[src/verilog/flush_pkg.sv]
// Constants, field layouts and state codes for the cache set flush engine.
// Assumes a control-space byte address on the register bus and an external tag store.
//
// Functional notes
// write to map 0xA with data bits 01 starts a context-match flush of the set.
// context match: block is a user block and its context equals context register.
// data bits 10 start a page-match flush; address gives page bits and set index.
// page match compares virtual bits 27..14; bit 13 is implied by the set index.
// page and segment match also need supervisor tag set or context equal.
// data bits 11 start a segment-match flush comparing virtual bits 27..17.
// matching valid modified blocks are written back, then matching valid blocks invalidated.
// failed write-back translation raises an error interrupt, flush still completes.
// write-backs carry no protection check and no accessed or modified update.
// non-matching or invalid blocks keep their tags and get no write-back.
package flush_pkg;
   // ******************************
   // control-space decode
   // ******************************
   localparam logic [3:0] MAP_FLUSH = 4'hA;
   localparam logic [3:0] MAP_CTX = 4'h3;
   localparam logic [3:0] MAP_STAT = 4'h4;
   localparam logic [1:0] FT_CTX = 2'h1;
   localparam logic [1:0] FT_PAGE = 2'h2;
   localparam logic [1:0] FT_SEG = 2'h3;
   localparam int MAP_HI = 31;
   localparam int MAP_LO = 28;

   // ******************************
   // cache geometry (16 KB, 16-byte blocks)
   // ******************************
   localparam int IDX_W = 10;
   localparam int IDX_LO = 4;
   localparam int SET_W = 2;
   localparam int VA_W = 28;
   localparam int PAGE_LO = 14;
   localparam int SEG_LO = 17;
   localparam int CTX_W = 3;

   // ******************************
   // tag word layout
   // ******************************
   localparam int VT_W = 14;
   localparam int TAG_W = 20;
   localparam int TG_CTX_LO = 14;
   localparam int TG_SUP = 17;
   localparam int TG_MOD = 18;
   localparam int TG_VAL = 19;

   // ******************************
   // status bits and reset values
   // ******************************
   localparam int ST_BUSY = 0;
   localparam int ST_WBERR = 1;
   localparam logic [CTX_W-1:0] CTX_RST = 3'h0;

   typedef enum logic [2:0] {
      S_IDLE = 3'b000,
      S_RD   = 3'b001,
      S_CHK  = 3'b010,
      S_WB   = 3'b011,
      S_INV  = 3'b100,
      S_NEXT = 3'b101,
      S_DONE = 3'b110
   } state_type;
endpackage

[src/verilog/cache_set_flush.sv]
// Flush engine for one set of a virtually addressed write-back cache.
// Assumes a tag store with one-cycle read latency and a write-back port with an ack pulse.
`timescale 1ns/1ps
module cache_set_flush (
   // clock and reset
   input wire logic mclk,
   input wire logic rstn,
   // avalon-mm slave
   input wire logic [31:0] address,
   input wire logic read,
   input wire logic write,
   input wire logic [31:0] writedata,
   output logic [31:0] readdata,
   output logic waitrequest,
   // tag store
   output logic [flush_pkg::IDX_W-1:0] tag_addr,
   input wire logic [flush_pkg::TAG_W-1:0] tag_rdata,
   output logic tag_we,
   output logic [flush_pkg::TAG_W-1:0] tag_wdata,
   // write-back path
   output logic wb_req,
   output logic [flush_pkg::VA_W-1:0] wb_vaddr,
   output logic [flush_pkg::IDX_W-1:0] wb_index,
   input wire logic wb_ack,
   input wire logic wb_fail,
   // error interrupt
   output logic wb_err_int
);
   import flush_pkg::*;

   // ******************************
   // state
   // ******************************
   state_type state_ff, nxt_state;
   logic [CTX_W-1:0] ctx_ff, nxt_ctx;
   logic err_ff, nxt_err;
   logic [1:0] type_ff, nxt_type;
   logic [VA_W-1:0] cmd_ff, nxt_cmd;
   logic [SET_W-1:0] blk_ff, nxt_blk;
   logic [TAG_W-1:0] tag_ff, nxt_tag;
   logic rd_pend_ff, nxt_rd_pend;
   logic [31:0] rdata_ff, nxt_rdata;
   logic wb_req_ff, nxt_wb_req;
   logic [VA_W-1:0] wb_va_ff, nxt_wb_va;
   logic [IDX_W-1:0] taddr_ff, nxt_taddr;
   logic tag_we_ff, nxt_tag_we;
   logic [TAG_W-1:0] twdata_ff, nxt_twdata;

   logic [3:0] map;
   logic flush_hit;
   logic match;
   logic crit_ctx;
   logic [VA_W-1:0] blk_va;
   logic [IDX_W-1:0] set_base;
   logic err_clr;
   logic rd_wait;
   logic flush_wait;

   // ******************************
   // helper functions
   // ******************************
   // context tag of a block against the context register
   function automatic logic ctx_equal(
      input logic [TAG_W-1:0] tag,
      input logic [CTX_W-1:0] ctx
   );
      return tag[TG_CTX_LO+CTX_W-1:TG_CTX_LO] == ctx;
   endfunction

   // first tag index of the set named by a command address
   function automatic logic [IDX_W-1:0] set_start(
      input logic [VA_W-1:0] va
   );
      return {va[IDX_LO+IDX_W-1:IDX_LO+SET_W], {SET_W{1'b0}}};
   endfunction

   // virtual block address rebuilt from the tag and its index
   function automatic logic [VA_W-1:0] virt_addr(
      input logic [TAG_W-1:0] tag,
      input logic [IDX_W-1:0] idx
   );
      return {tag[VT_W-1:0], idx, 4'h0};
   endfunction

   // tag with valid and modified dropped, all other fields kept
   function automatic logic [TAG_W-1:0] invalid_tag(
      input logic [TAG_W-1:0] tag
   );
      logic [TAG_W-1:0] t;
      t = tag;
      t[TG_VAL] = 1'b0;
      t[TG_MOD] = 1'b0;
      return t;
   endfunction

   assign map = address[MAP_HI:MAP_LO];
   assign flush_hit = write && (map == MAP_FLUSH) && (writedata[1:0] != 2'h0);
   assign set_base = set_start(cmd_ff);
   assign err_clr = write && (map == MAP_STAT) && writedata[ST_WBERR];

   // ******************************
   // match decision on the fetched tag
   // ******************************
   always_comb begin
      blk_va = virt_addr(tag_rdata, taddr_ff);
      crit_ctx = tag_rdata[TG_SUP] || ctx_equal(tag_rdata, ctx_ff);
      case (type_ff)
         FT_CTX: begin
            match = !tag_rdata[TG_SUP] && ctx_equal(tag_rdata, ctx_ff);
         end
         FT_PAGE: begin
            match = (blk_va[VA_W-1:PAGE_LO] == cmd_ff[VA_W-1:PAGE_LO]) && crit_ctx;
         end
         FT_SEG: begin
            match = (blk_va[VA_W-1:SEG_LO] == cmd_ff[VA_W-1:SEG_LO]) && crit_ctx;
         end
         default: begin
            match = 1'b0;
         end
      endcase
   end

   // ******************************
   // register bus: context register and read data
   // ******************************
   always_comb begin
      nxt_ctx = ctx_ff;
      nxt_rd_pend = rd_pend_ff;
      nxt_rdata = rdata_ff;

      // register reads take two cycles so read data comes from a flip-flop
      if (read && !rd_pend_ff) begin
         nxt_rd_pend = 1'b1;
         case (map)
            MAP_CTX: begin
               nxt_rdata = {29'h0, ctx_ff};
            end
            MAP_STAT: begin
               nxt_rdata = {30'h0, err_ff, (state_ff != S_IDLE)};
            end
            default: begin
               nxt_rdata = 32'h0;
            end
         endcase
      end else if (read) begin
         nxt_rd_pend = 1'b0;
      end

      if (write && (map == MAP_CTX)) begin
         nxt_ctx = writedata[CTX_W-1:0];
      end
   end

   always_ff @(posedge mclk or negedge rstn) begin
      if (!rstn) begin
         ctx_ff <= CTX_RST;
         rd_pend_ff <= 1'b0;
         rdata_ff <= 32'h0;
      end else begin
         ctx_ff <= nxt_ctx;
         rd_pend_ff <= nxt_rd_pend;
         rdata_ff <= nxt_rdata;
      end
   end

   // ******************************
   // flush engine next-state logic
   // ******************************
   // per block: read, check, then write-back and invalidate only on a match;
   // the bus write stays stalled until the whole set has been walked
   always_comb begin
      nxt_state = state_ff;
      nxt_err = err_ff;
      nxt_type = type_ff;
      nxt_cmd = cmd_ff;
      nxt_blk = blk_ff;
      nxt_tag = tag_ff;
      nxt_wb_req = wb_req_ff;
      nxt_wb_va = wb_va_ff;
      nxt_taddr = taddr_ff;
      nxt_tag_we = 1'b0;
      nxt_twdata = twdata_ff;

      // write one to clear; a same-cycle failure below still sets the flag
      if (err_clr) begin
         nxt_err = 1'b0;
      end

      case (state_ff)
         S_IDLE: begin
            if (flush_hit) begin
               nxt_type = writedata[1:0];
               nxt_cmd = address[VA_W-1:0];
               nxt_blk = '0;
               nxt_taddr = set_start(address[VA_W-1:0]);
               nxt_state = S_RD;
            end
         end
         S_RD: begin
            nxt_state = S_CHK;
         end
         S_CHK: begin
            nxt_tag = tag_rdata;
            if (tag_rdata[TG_VAL] && match) begin
               if (tag_rdata[TG_MOD]) begin
                  // only the address goes out: no protection or mmu bit update
                  nxt_wb_req = 1'b1;
                  nxt_wb_va = blk_va;
                  nxt_state = S_WB;
               end else begin
                  nxt_state = S_INV;
               end
            end else begin
               nxt_state = S_NEXT;
            end
         end
         S_WB: begin
            if (wb_ack) begin
               nxt_wb_req = 1'b0;
               if (wb_fail) begin
                  nxt_err = 1'b1;
               end
               nxt_state = S_INV;
            end
         end
         S_INV: begin
            nxt_tag_we = 1'b1;
            nxt_twdata = invalid_tag(tag_ff);
            nxt_state = S_NEXT;
         end
         S_NEXT: begin
            if (blk_ff == {SET_W{1'b1}}) begin
               nxt_state = S_DONE;
            end else begin
               nxt_blk = blk_ff + 1'b1;
               nxt_taddr = set_base | {{(IDX_W-SET_W){1'b0}}, blk_ff + 1'b1};
               nxt_state = S_RD;
            end
         end
         S_DONE: begin
            nxt_state = S_IDLE;
         end
         default: begin
            nxt_state = S_IDLE;
         end
      endcase
   end

   // ******************************
   // registers
   // ******************************
   always_ff @(posedge mclk or negedge rstn) begin
      if (!rstn) begin
         state_ff <= S_IDLE;
         err_ff <= 1'b0;
         type_ff <= 2'h0;
         cmd_ff <= '0;
         blk_ff <= '0;
         tag_ff <= '0;
         wb_req_ff <= 1'b0;
         wb_va_ff <= '0;
         taddr_ff <= '0;
         tag_we_ff <= 1'b0;
         twdata_ff <= '0;
      end else begin
         state_ff <= nxt_state;
         err_ff <= nxt_err;
         type_ff <= nxt_type;
         cmd_ff <= nxt_cmd;
         blk_ff <= nxt_blk;
         tag_ff <= nxt_tag;
         wb_req_ff <= nxt_wb_req;
         wb_va_ff <= nxt_wb_va;
         taddr_ff <= nxt_taddr;
         tag_we_ff <= nxt_tag_we;
         twdata_ff <= nxt_twdata;
      end
   end

   // ******************************
   // outputs
   // ******************************
   // a read waits one cycle for its registered data
   assign rd_wait = read && !rd_pend_ff;
   // a flush write is held until its set is fully processed
   assign flush_wait = flush_hit && (state_ff != S_DONE);
   assign waitrequest = rd_wait || flush_wait;
   assign readdata = rdata_ff;
   assign tag_addr = taddr_ff;
   assign tag_we = tag_we_ff;
   assign tag_wdata = twdata_ff;
   assign wb_req = wb_req_ff;
   assign wb_vaddr = wb_va_ff;
   assign wb_index = taddr_ff;
   assign wb_err_int = err_ff;
endmodule

[config.mk]
export PLATFORM = sky130hd
export DESIGN_NAME = cache_set_flush
export DESIGN_NICKNAME = d
export VERILOG_FILES = /design/src/verilog/flush_pkg.sv /design/src/verilog/cache_set_flush.sv
export SDC_FILE = /design/constraint.sdc
export NUM_CORES = 1
export LEC_CHECK = 0
export ABC_CLOCK_PERIOD_IN_PS = 3500
export BUFFER_PORTS_ARGS = -buffer_cell sky130_fd_sc_hd__buf_4
export CAP_MARGIN = 20
export CORE_MARGIN = 8
export CORE_UTILIZATION = 52
export CTS_CLUSTER_SIZE = 25
export DETAILED_ROUTE_END_ITERATION = 7
export PLACE_DENSITY = 0.89
export SLEW_MARGIN = 20
export SYNTH_ARGS = -nofsm -noshare
export SYNTH_HDL_FRONTEND = slang
export SYNTH_SLANG_ARGS = --single-unit
[constraint.sdc]
create_clock -name mclk -period 3.5 [get_ports mclk]
set_clock_uncertainty 0.1 [all_clocks]
set_input_delay 0.175 -clock mclk [delete_from_list [all_inputs] [get_ports mclk]]
set_output_delay 0.175 -clock mclk [all_outputs]
set_load 0.01 [all_outputs]
==> summary.json, run 1 <==
{
  "synth.yosys.warnings": {"value": 0},
  "post-dp-hpwl": {"value": 8160, "unit": "um"},
  "final_cell_count_no_fill": {"value": 687},
  "setup.worst_path.end_class": {"value": "flip-flop"},
  "cts_post_setup_buffers_inserted": {"value": 0},
  "seq_area_frac_synth": {"value": 0.563},
  "report.final.hold_viol_count": {"value": 0},
  "timing.final.crit_period": {"value": 2.64, "unit": "ns"},
  "drt_pass1_iterations": {"value": 6},
  "grt_overflow": {"value": 0},
  "groute.usage.overall": {"value": 0.196},
  "placed_cells": {"value": 625},
  "worstMarginPinSlew": {"value": 0.710, "unit": "ns"},
  "critical_path_peak_fanout": {"value": 15},
  "num_antenna_cells": {"value": 0},
  "num-fill-cells": {"value": 637},
  "post_synth_instance_area": {"value": 4760, "unit": "um2"},
  "timing_worst_setup_path_type": {"value": "in2reg"},
  "total_leakage_power": {"value": 3.17, "unit": "nW"},
  "antenna_left": {"value": 0},
  "drcViolationCount": {"value": 0},
  "status": {"value": "completed"},
  "data_required_time_at_the_worst_endpoint": {"value": 3.65, "unit": "ns"},
  "via_count": {"value": 3459},
  "wl_per_cell": {"value": 17.3, "unit": "um"},
  "hold_class": {"value": "in2reg"},
  "design.die.area": {"value": 12500, "unit": "um2"},
  "overall_die_width": {"value": 112, "unit": "um"},
  "rsz0062_at_grt": {"value": "no"},
  "irDropWorstVdd": {"value": 0.399, "unit": "mV"},
  "number_of_antenna_violations_at_the_first_check_in_global_routing": {"value": 0},
  "routed_via_density": {"value": 5.03},
  "max_capacitance_violation_total": {"value": 0},
  "first_global_vias": {"value": 3852},
  "crit_path_start_kind": {"value": "primary input"},
  "row_count": {"value": 35},
  "detail_route.wirelength": {"value": 11900, "unit": "um"},
  "ctsLongestPathBuffers": {"value": 2},
  "syn2layout_area_growth": {"value": 31.7, "unit": "%"},
  "worstPathArrival": {"value": 2.80, "unit": "ns"},
  "core_area": {"value": 9060, "unit": "um2"},
  "post_dp_cell_area": {"value": 5590, "unit": "um2"},
  "syn_area_per_cell": {"value": 11.6, "unit": "um2"},
  "multi_input_area": {"value": 1750, "unit": "um2"},
  "cts_tree": {"value": "done"},
  "buffer_ports.inserted": {"value": 123},
  "initial_utilization": {"value": 0.525},
  "netlist_instances": {"value": 411},
  "io-pin-count": {"value": 194},
  "clk_root_buf": {"value": "sky130_fd_sc_hd__clkbuf_8"},
  "power_per_cell_area": {"value": 694, "unit": "nW/um2"},
  "final-seq-area": {"value": 2680, "unit": "um2"},
  "ys_ff_latch": {"value": 107},
  "cts_htree_levels": {"value": 3},
  "die-height": {"value": 112, "unit": "um"},
  "cts_num_sinks": {"value": 107},
  "maxSlewHeadroom": {"value": 0.525},
  "clock_buffers_created_by_tritoncts": {"value": 9},
  "setup_viol": {"value": 0},
  "postLayoutCellArea": {"value": 6260, "unit": "um2"},
  "nNetsFinal": {"value": 662},
  "clock_transition_time_at_the_flip_flop_clock_pins_of_the_worst_setup_and_hold_paths": {"value": 0.10, "unit": "ns"},
  "grt_first_pass_wirelength": {"value": 19800, "unit": "um"},
  "post_route_cells_drive_above_1_share": {"value": 0.365},
  "placer_congestion_estimate": {"value": 0.777},
  "tns": {"value": 0, "unit": "ns"},
  "synthDistinctLibCells": {"value": 40},
  "fmax": {"value": 0.379, "unit": "GHz"},
  "clk-insertion-delay-late": {"value": 0.37, "unit": "ns"},
  "final_min_period_over_clock_period": {"value": 0.754},
  "final_max_slew_viol_count": {"value": 0},
  "grt_start_max_net_pins": {"value": 58},
  "drt_first_iter_violations": {"value": 174}
}
[metal layers]
layer | track usage | vias up | part of all wire
met5 | 0 | - | 0
met4 | 0.0857 | 0 | 0.030
met3 | 0.0433 | 25 | 0.057
met2 | 0.341 | 130 | 0.50
met1 | 0.228 | 1697 | 0.41
li1 | - | 1607 | -
[metrics by stage]
step | util | setup WS, ns | hold WS [ns] | power [mW]
floorplan | - | 1.47 | -0.221 | 2.91
global placement | 0.617 | 1.06 | 0.135 | 3.44
detailed placement | 0.617 | 0.931 | 0.146 | 3.53
CTS | 0.691 | 0.852 | 0.00779 | 4.36
global route | 0.691 | 0.743 | 0.0410 | 4.62
finish | 0.691 | 0.860 | 0.0199 | 4.35
[final timing paths]
check | endpoint | slack [ns] | startpoint | cells after the start
worst min-delay path | state_ff[0] | 0.02 | wb_ack | 4
min in group asynchronous | tag_wdata[10] | 0.24 | rstn | 2
worst max-delay path | wb_vaddr[8] | 0.86 | tag_rdata[15] | 8
worst max register to register | wb_vaddr[8] | 0.93 | ctx_ff[1] | 6
worst min register to register | rd_pend_ff | 0.36 | rd_pend_ff | 1
max in group asynchronous | cmd_ff[24] | 2.29 | rstn | 3
[synth_stat cells]
cell type | instances | share of area
sky130_fd_sc_hd__a41o_1 | 1 | 0.0021
sky130_fd_sc_hd__o31a_1 | 1 | 0.0018
sky130_fd_sc_hd__o41ai_1 | 1 | 0.0018
sky130_fd_sc_hd__o22a_1 | 1 | 0.0018
sky130_fd_sc_hd__nor4_1 | 1 | 0.0013
sky130_fd_sc_hd__nor4b_1 | 1 | 0.0018
sky130_fd_sc_hd__a21oi_1 | 10 | 0.011
sky130_fd_sc_hd__a21o_1 | 2 | 0.0032
sky130_fd_sc_hd__nand3_1 | 5 | 0.0053
sky130_fd_sc_hd__o21ai_0 | 11 | 0.012
sky130_fd_sc_hd__a22oi_1 | 2 | 0.0032
sky130_fd_sc_hd__buf_2 | 8 | 0.0084
sky130_fd_sc_hd__nand3b_1 | 1 | 0.0016
sky130_fd_sc_hd__ha_1 | 1 | 0.0026
sky130_fd_sc_hd__o21a_1 | 1 | 0.0016
sky130_fd_sc_hd__dfrtp_1 | 107 | 0.56
sky130_fd_sc_hd__nand2_1 | 84 | 0.066
sky130_fd_sc_hd__nor3_4 | 1 | 0.0034
sky130_fd_sc_hd__clkbuf_1 | 3 | 0.0024
sky130_fd_sc_hd__o22ai_1 | 9 | 0.012
sky130_fd_sc_hd__nand2b_1 | 2 | 0.0026
sky130_fd_sc_hd__nor3b_1 | 2 | 0.0032
sky130_fd_sc_hd__conb_1 | 1 | 0.00079
sky130_fd_sc_hd__inv_1 | 11 | 0.0087
sky130_fd_sc_hd__nor2_1 | 5 | 0.0039
sky130_fd_sc_hd__mux2_1 | 2 | 0.0047
sky130_fd_sc_hd__buf_4 | 45 | 0.071
sky130_fd_sc_hd__o211ai_1 | 1 | 0.0016
sky130_fd_sc_hd__xor2_1 | 4 | 0.0074
sky130_fd_sc_hd__or3_1 | 1 | 0.0013
sky130_fd_sc_hd__and2b_1 | 1 | 0.0016
sky130_fd_sc_hd__or2_1 | 1 | 0.0013
sky130_fd_sc_hd__nand4_1 | 2 | 0.0026
sky130_fd_sc_hd__buf_6 | 3 | 0.0071
sky130_fd_sc_hd__and2_1 | 1 | 0.0013
sky130_fd_sc_hd__mux2_2 | 61 | 0.14
sky130_fd_sc_hd__or4_4 | 1 | 0.0024
sky130_fd_sc_hd__xnor2_1 | 14 | 0.026
sky130_fd_sc_hd__and3_1 | 1 | 0.0013
sky130_fd_sc_hd__nor2b_1 | 1 | 0.0013
[cells in the final DEF (no fill, tap or decap), types with 4 or more instances in the layout]
| master | Yosys | final |
|---|---|---|
| sky130_fd_sc_hd__conb_1 | 1 | 35 |
| sky130_fd_sc_hd__buf_4 | 45 | 126 |
| sky130_fd_sc_hd__xnor2_1 | 14 | 14 |
| sky130_fd_sc_hd__dlygate4sd3_1 | 0 | 46 |
| sky130_fd_sc_hd__nor2_1 | 5 | 4 |
| sky130_fd_sc_hd__mux2_2 | 61 | 61 |
| sky130_fd_sc_hd__o22ai_1 | 9 | 9 |
| sky130_fd_sc_hd__clkbuf_8 | 0 | 9 |
| sky130_fd_sc_hd__dfrtp_1 | 107 | 107 |
| sky130_fd_sc_hd__xor2_1 | 4 | 4 |
| sky130_fd_sc_hd__nand3_1 | 5 | 5 |
| sky130_fd_sc_hd__inv_1 | 11 | 11 |
| sky130_fd_sc_hd__nand2_1 | 84 | 84 |
| sky130_fd_sc_hd__a21oi_1 | 10 | 10 |
| sky130_fd_sc_hd__o21ai_0 | 11 | 11 |
[critical path: stages]
cell,delay (ns)
sky130_fd_sc_hd__dlygate4sd3_1,0.54
sky130_fd_sc_hd__buf_4,0.14
sky130_fd_sc_hd__xor2_1,0.15
sky130_fd_sc_hd__o41ai_1,0.41
sky130_fd_sc_hd__nand3_1,0.20
sky130_fd_sc_hd__nor3_4,0.58
sky130_fd_sc_hd__buf_12,0.25
sky130_fd_sc_hd__mux2_2,0.35
[where the power goes]
part | internal, mW | switching [mW]
Clock | 0.345 | 0.451
Sequential | 1.68 | 0.314
Combinational | 0.852 | 0.708
[sequential cells by signal, summed over array words and instances, names as in the netlist]
register,cells
cmd_ff,22
tag_ff,18
tag_wdata,18
wb_req,1
blk_ff,1
wb_vaddr,24
tag_addr,9
state_ff,3
tag_we,1
rd_pend_ff,1
wb_err_int,1
ctx_ff,3
type_ff,2
readdata,3
[final cells by class]
| type | instances | area share |
|---|---|---|
| Sequential cell | 107 | 0.427 |
| Timing Repair Buffer | 174 | 0.231 |
| Multi-Input combinational cell | 268 | 0.279 |
| Clock buffer | 9 | 0.0198 |
| Tap cell | 111 | 0.0222 |
| Clock inverter | 7 | 0.0140 |
| Inverter | 11 | 0.00659 |
[logic make-up after synthesis]
family	after synthesis	share of synthesized area
AND/OR/NAND/NOR	111	0.103
flip-flops	107	0.563
buffers and inverters	70	0.0976
multiplexers	63	0.149
AO/OA/AOI/OAI	40	0.0510
XOR/XNOR	18	0.0331
adder cells (fa/ha/maj)	1	0.00263
other	1	0.000789
[repair_timing]
item / 4_1_cts / 5_1_grt
hold buffers: 46 / 0
resized for setup: 0 / 0
endpoints found under the hold margin: 113 / 0
No activity file was read; power rests on OpenSTA's default activity.
==> inputs of run 2 (changes only) <==
--- a/config.mk
+++ b/config.mk
@@ -5,14 +5,14 @@
 export SDC_FILE = /design/constraint.sdc
 export NUM_CORES = 1
 export LEC_CHECK = 0
-export ABC_CLOCK_PERIOD_IN_PS = 3500
+export ABC_CLOCK_PERIOD_IN_PS = 2250
 export BUFFER_PORTS_ARGS = -buffer_cell sky130_fd_sc_hd__buf_4
 export CAP_MARGIN = 20
 export CORE_MARGIN = 8
-export CORE_UTILIZATION = 52
+export CORE_UTILIZATION = 44
 export CTS_CLUSTER_SIZE = 25
 export DETAILED_ROUTE_END_ITERATION = 7
-export PLACE_DENSITY = 0.89
+export PLACE_DENSITY = 0.81
 export SLEW_MARGIN = 20
 export SYNTH_ARGS = -nofsm -noshare
 export SYNTH_HDL_FRONTEND = slang
==> constraint.sdc (replaced) <==
create_clock -name mclk -period 2.25 [get_ports mclk]
set_clock_uncertainty 0.1 [all_clocks]
set_input_delay 0.1125 -clock mclk [delete_from_list [all_inputs] [get_ports mclk]]
set_output_delay 0.1125 -clock mclk [all_outputs]
set_load 0.01 [all_outputs]
==> run 2 against run 1 <==
  * Final cell count up 6.3%
  * Critical path type unchanged
  * Largest cell class unchanged
  * Via count up 0.69%
  * Clock power grew 36%
  * Critical endpoint is now wb_vaddr[17]
  * Non-clock buffer count increased by 13
  * Sequential cell count unchanged
==> summary.json, run 2 (synthesis gave the netlist of run 1 again) <==
{
  "status": {"value": "completed"},
  "tns": {"value": 0, "unit": "ns"},
  "via_count": {"value": 3483},
  "final_cell_count_no_fill": {"value": 730},
  "final_cell_mix": {"value": "sky130_fd_sc_hd__buf_4, sky130_fd_sc_hd__dfrtp_1, sky130_fd_sc_hd__nand2_1, sky130_fd_sc_hd__mux2_2, sky130_fd_sc_hd__dlygate4sd3_1"},
  "setup_viol": {"value": 0},
  "row_count": {"value": 38},
  "cell_internal_pwr": {"value": 4.39, "unit": "mW"},
  "detail_route.wirelength": {"value": 12300, "unit": "um"},
  "comb_power_share": {"value": 0.372},
  "power_per_cell_area": {"value": 1040, "unit": "nW/um2"},
  "power": {"value": 6.64, "unit": "mW"},
  "final_min_period_over_clock_period": {"value": 0.968},
  "setup.worst_path.end_class": {"value": "flip-flop"},
  "met3_layer_wire_length_in_the_routed_design": {"value": 723, "unit": "um"},
  "number_of_antenna_violations_at_the_first_check_in_global_routing": {"value": 1},
  "drt_first_iter_violations": {"value": 170},
  "irDropWorstVdd": {"value": 0.527, "unit": "mV"},
  "largest_register_ffs": {"value": 24},
  "final_critical_path_setup_slack": {"value": 0.0711, "unit": "ns"},
  "num-fill-cells": {"value": 842},
  "fmax": {"value": 0.459, "unit": "GHz"},
  "final_core_utilization": {"value": 0.599},
  "routed_via_density": {"value": 4.77},
  "wl_per_cell": {"value": 16.8, "unit": "um"},
  "buffer_ports.inserted": {"value": 123},
  "clock_buffers_created_by_tritoncts": {"value": 9},
  "initial_utilization": {"value": 0.445},
  "placed_cells": {"value": 658},
  "design.die.area": {"value": 14400, "unit": "um2"},
  "max_capacitance_violation_total": {"value": 0},
  "drt_pass1_iterations": {"value": 5},
  "ctsLongestPathBuffers": {"value": 2},
  "hold_class": {"value": "in2reg"},
  "timing_worst_setup_path_type": {"value": "in2reg"},
  "switching_share": {"value": 0.339},
  "maxSlewHeadroom": {"value": 0.630},
  "syn2layout_area_growth": {"value": 34.8, "unit": "%"},
  "met2_wirelength": {"value": 6170, "unit": "um"},
  "cts_num_sinks": {"value": 107},
  "multi_input_area": {"value": 1760, "unit": "um2"},
  "grt_first_pass_wirelength": {"value": 19700, "unit": "um"},
  "share_clk_of_total_power": {"value": 0.163},
  "cts_tree": {"value": "done"},
  "critical_path_peak_fanout": {"value": 6},
  "groute.usage.overall": {"value": 0.170},
  "clk_root_buf": {"value": "sky130_fd_sc_hd__clkbuf_8"},
  "total_leakage_power": {"value": 3.23, "unit": "nW"},
  "worstPathArrival": {"value": 2.33, "unit": "ns"},
  "first_global_vias": {"value": 3831},
  "core_area": {"value": 10700, "unit": "um2"},
  "met1_wirelength": {"value": 5250, "unit": "um"},
  "post-dp-hpwl": {"value": 8130, "unit": "um"},
  "nNetsFinal": {"value": 675},
  "final-seq-area": {"value": 2680, "unit": "um2"},
  "timing.final.crit_period": {"value": 2.18, "unit": "ns"},
  "worstMarginPinSlew": {"value": 0.554, "unit": "ns"},
  "p_sw": {"value": 2.25, "unit": "mW"},
  "preCtsSetupSlack": {"value": 0.105, "unit": "ns"},
  "drcViolationCount": {"value": 0},
  "overall_die_width": {"value": 120, "unit": "um"},
  "report.final.hold_viol_count": {"value": 0},
  "cts_htree_levels": {"value": 3},
  "io-pin-count": {"value": 194},
  "die-height": {"value": 120, "unit": "um"},
  "layout.cells.most_common": {"value": "sky130_fd_sc_hd__buf_4"},
  "data_required_time_at_the_worst_endpoint": {"value": 2.40, "unit": "ns"},
  "placer_congestion_estimate": {"value": 0.818},
  "final_max_slew_viol_count": {"value": 0},
  "antenna_left": {"value": 0},
  "seq_power_share": {"value": 0.465},
  "grt_overflow": {"value": 0},
  "top_layer": {"value": "met4"},
  "clock_transition_time_at_the_flip_flop_clock_pins_of_the_worst_setup_and_hold_paths": {"value": 0.10, "unit": "ns"},
  "crit_path_start_kind": {"value": "primary input"},
  "clk-insertion-delay-late": {"value": 0.37, "unit": "ns"},
  "grt_start_max_net_pins": {"value": 108},
  "post_route_cells_drive_above_1_share": {"value": 0.374}
}
## run 2: metrics by stage
step           hold slack, ns  instance area, um2
5_1_grt                0.0869                6410
4_1_cts                0.0597                6310
3_3_place_gp            0.124                5650
2_1_floorplan          -0.283                4880
3_5_place_dp            0.138                5650
6_report               0.0821                6410
## run 2: worst paths after layout
check	from	endpoint	slack [ns]	cells past startpoint
max reg2reg	ctx_ff[1]	wb_vaddr[17]	0.11	7
min in group asynchronous	rstn	wb_vaddr[9]	0.28	3
max	tag_rdata[15]	wb_vaddr[17]	0.07	9
min reg2reg	rd_pend_ff	rd_pend_ff	0.37	1
max in group asynchronous	rstn	cmd_ff[21]	1.37	3
min	write	ctx_ff[0]	0.08	3
## run 2: layout make-up
type	count	share of cell area
inverters	11	0.00644
flip-flops and latches	107	0.418
clock inverters	7	0.00800
multi-input cells	268	0.274
diodes	1	0.000390
repair buffers	187	0.247
clock buffers	9	0.0193
well taps	140	0.0273
## run 2: what timing repair did
action | 4_1_cts | 5_1_grt
hold buffers | 49 | 0
resized for setup | 0 | 9
setup endpoints to repair | 0 | 24
setup buffers | 0 | 4
endpoints found under the hold margin | 179 | 0
## run 2: power groups by stage
stage	combinational, mW	clock, mW	sequential (mW)
floorplan	1.37	0	3.16
global placement	2.31	0	3.07
detailed placement	2.39	0	3.12
CTS	2.48	1.12	3.09
global route	2.71	1.20	3.20
finish	2.47	1.08	3.09
## run 2: metal layers
layer / vias up / track usage
met5: - / 0
met4: 0 / 0.0726
met3: 10 / 0.0395
met2: 109 / 0.284
met1: 1729 / 0.208
li1: 1635 / -
## run 2: critical path, cell delays in order
cell	delay [ns]
sky130_fd_sc_hd__dlygate4sd3_1	0.55
sky130_fd_sc_hd__buf_4	0.15
sky130_fd_sc_hd__xor2_1	0.16
sky130_fd_sc_hd__o41ai_2	0.31
sky130_fd_sc_hd__nand3_1	0.18
sky130_fd_sc_hd__nor3_4	0.24
sky130_fd_sc_hd__buf_6	0.15
sky130_fd_sc_hd__buf_6	0.14
sky130_fd_sc_hd__mux2_2	0.34
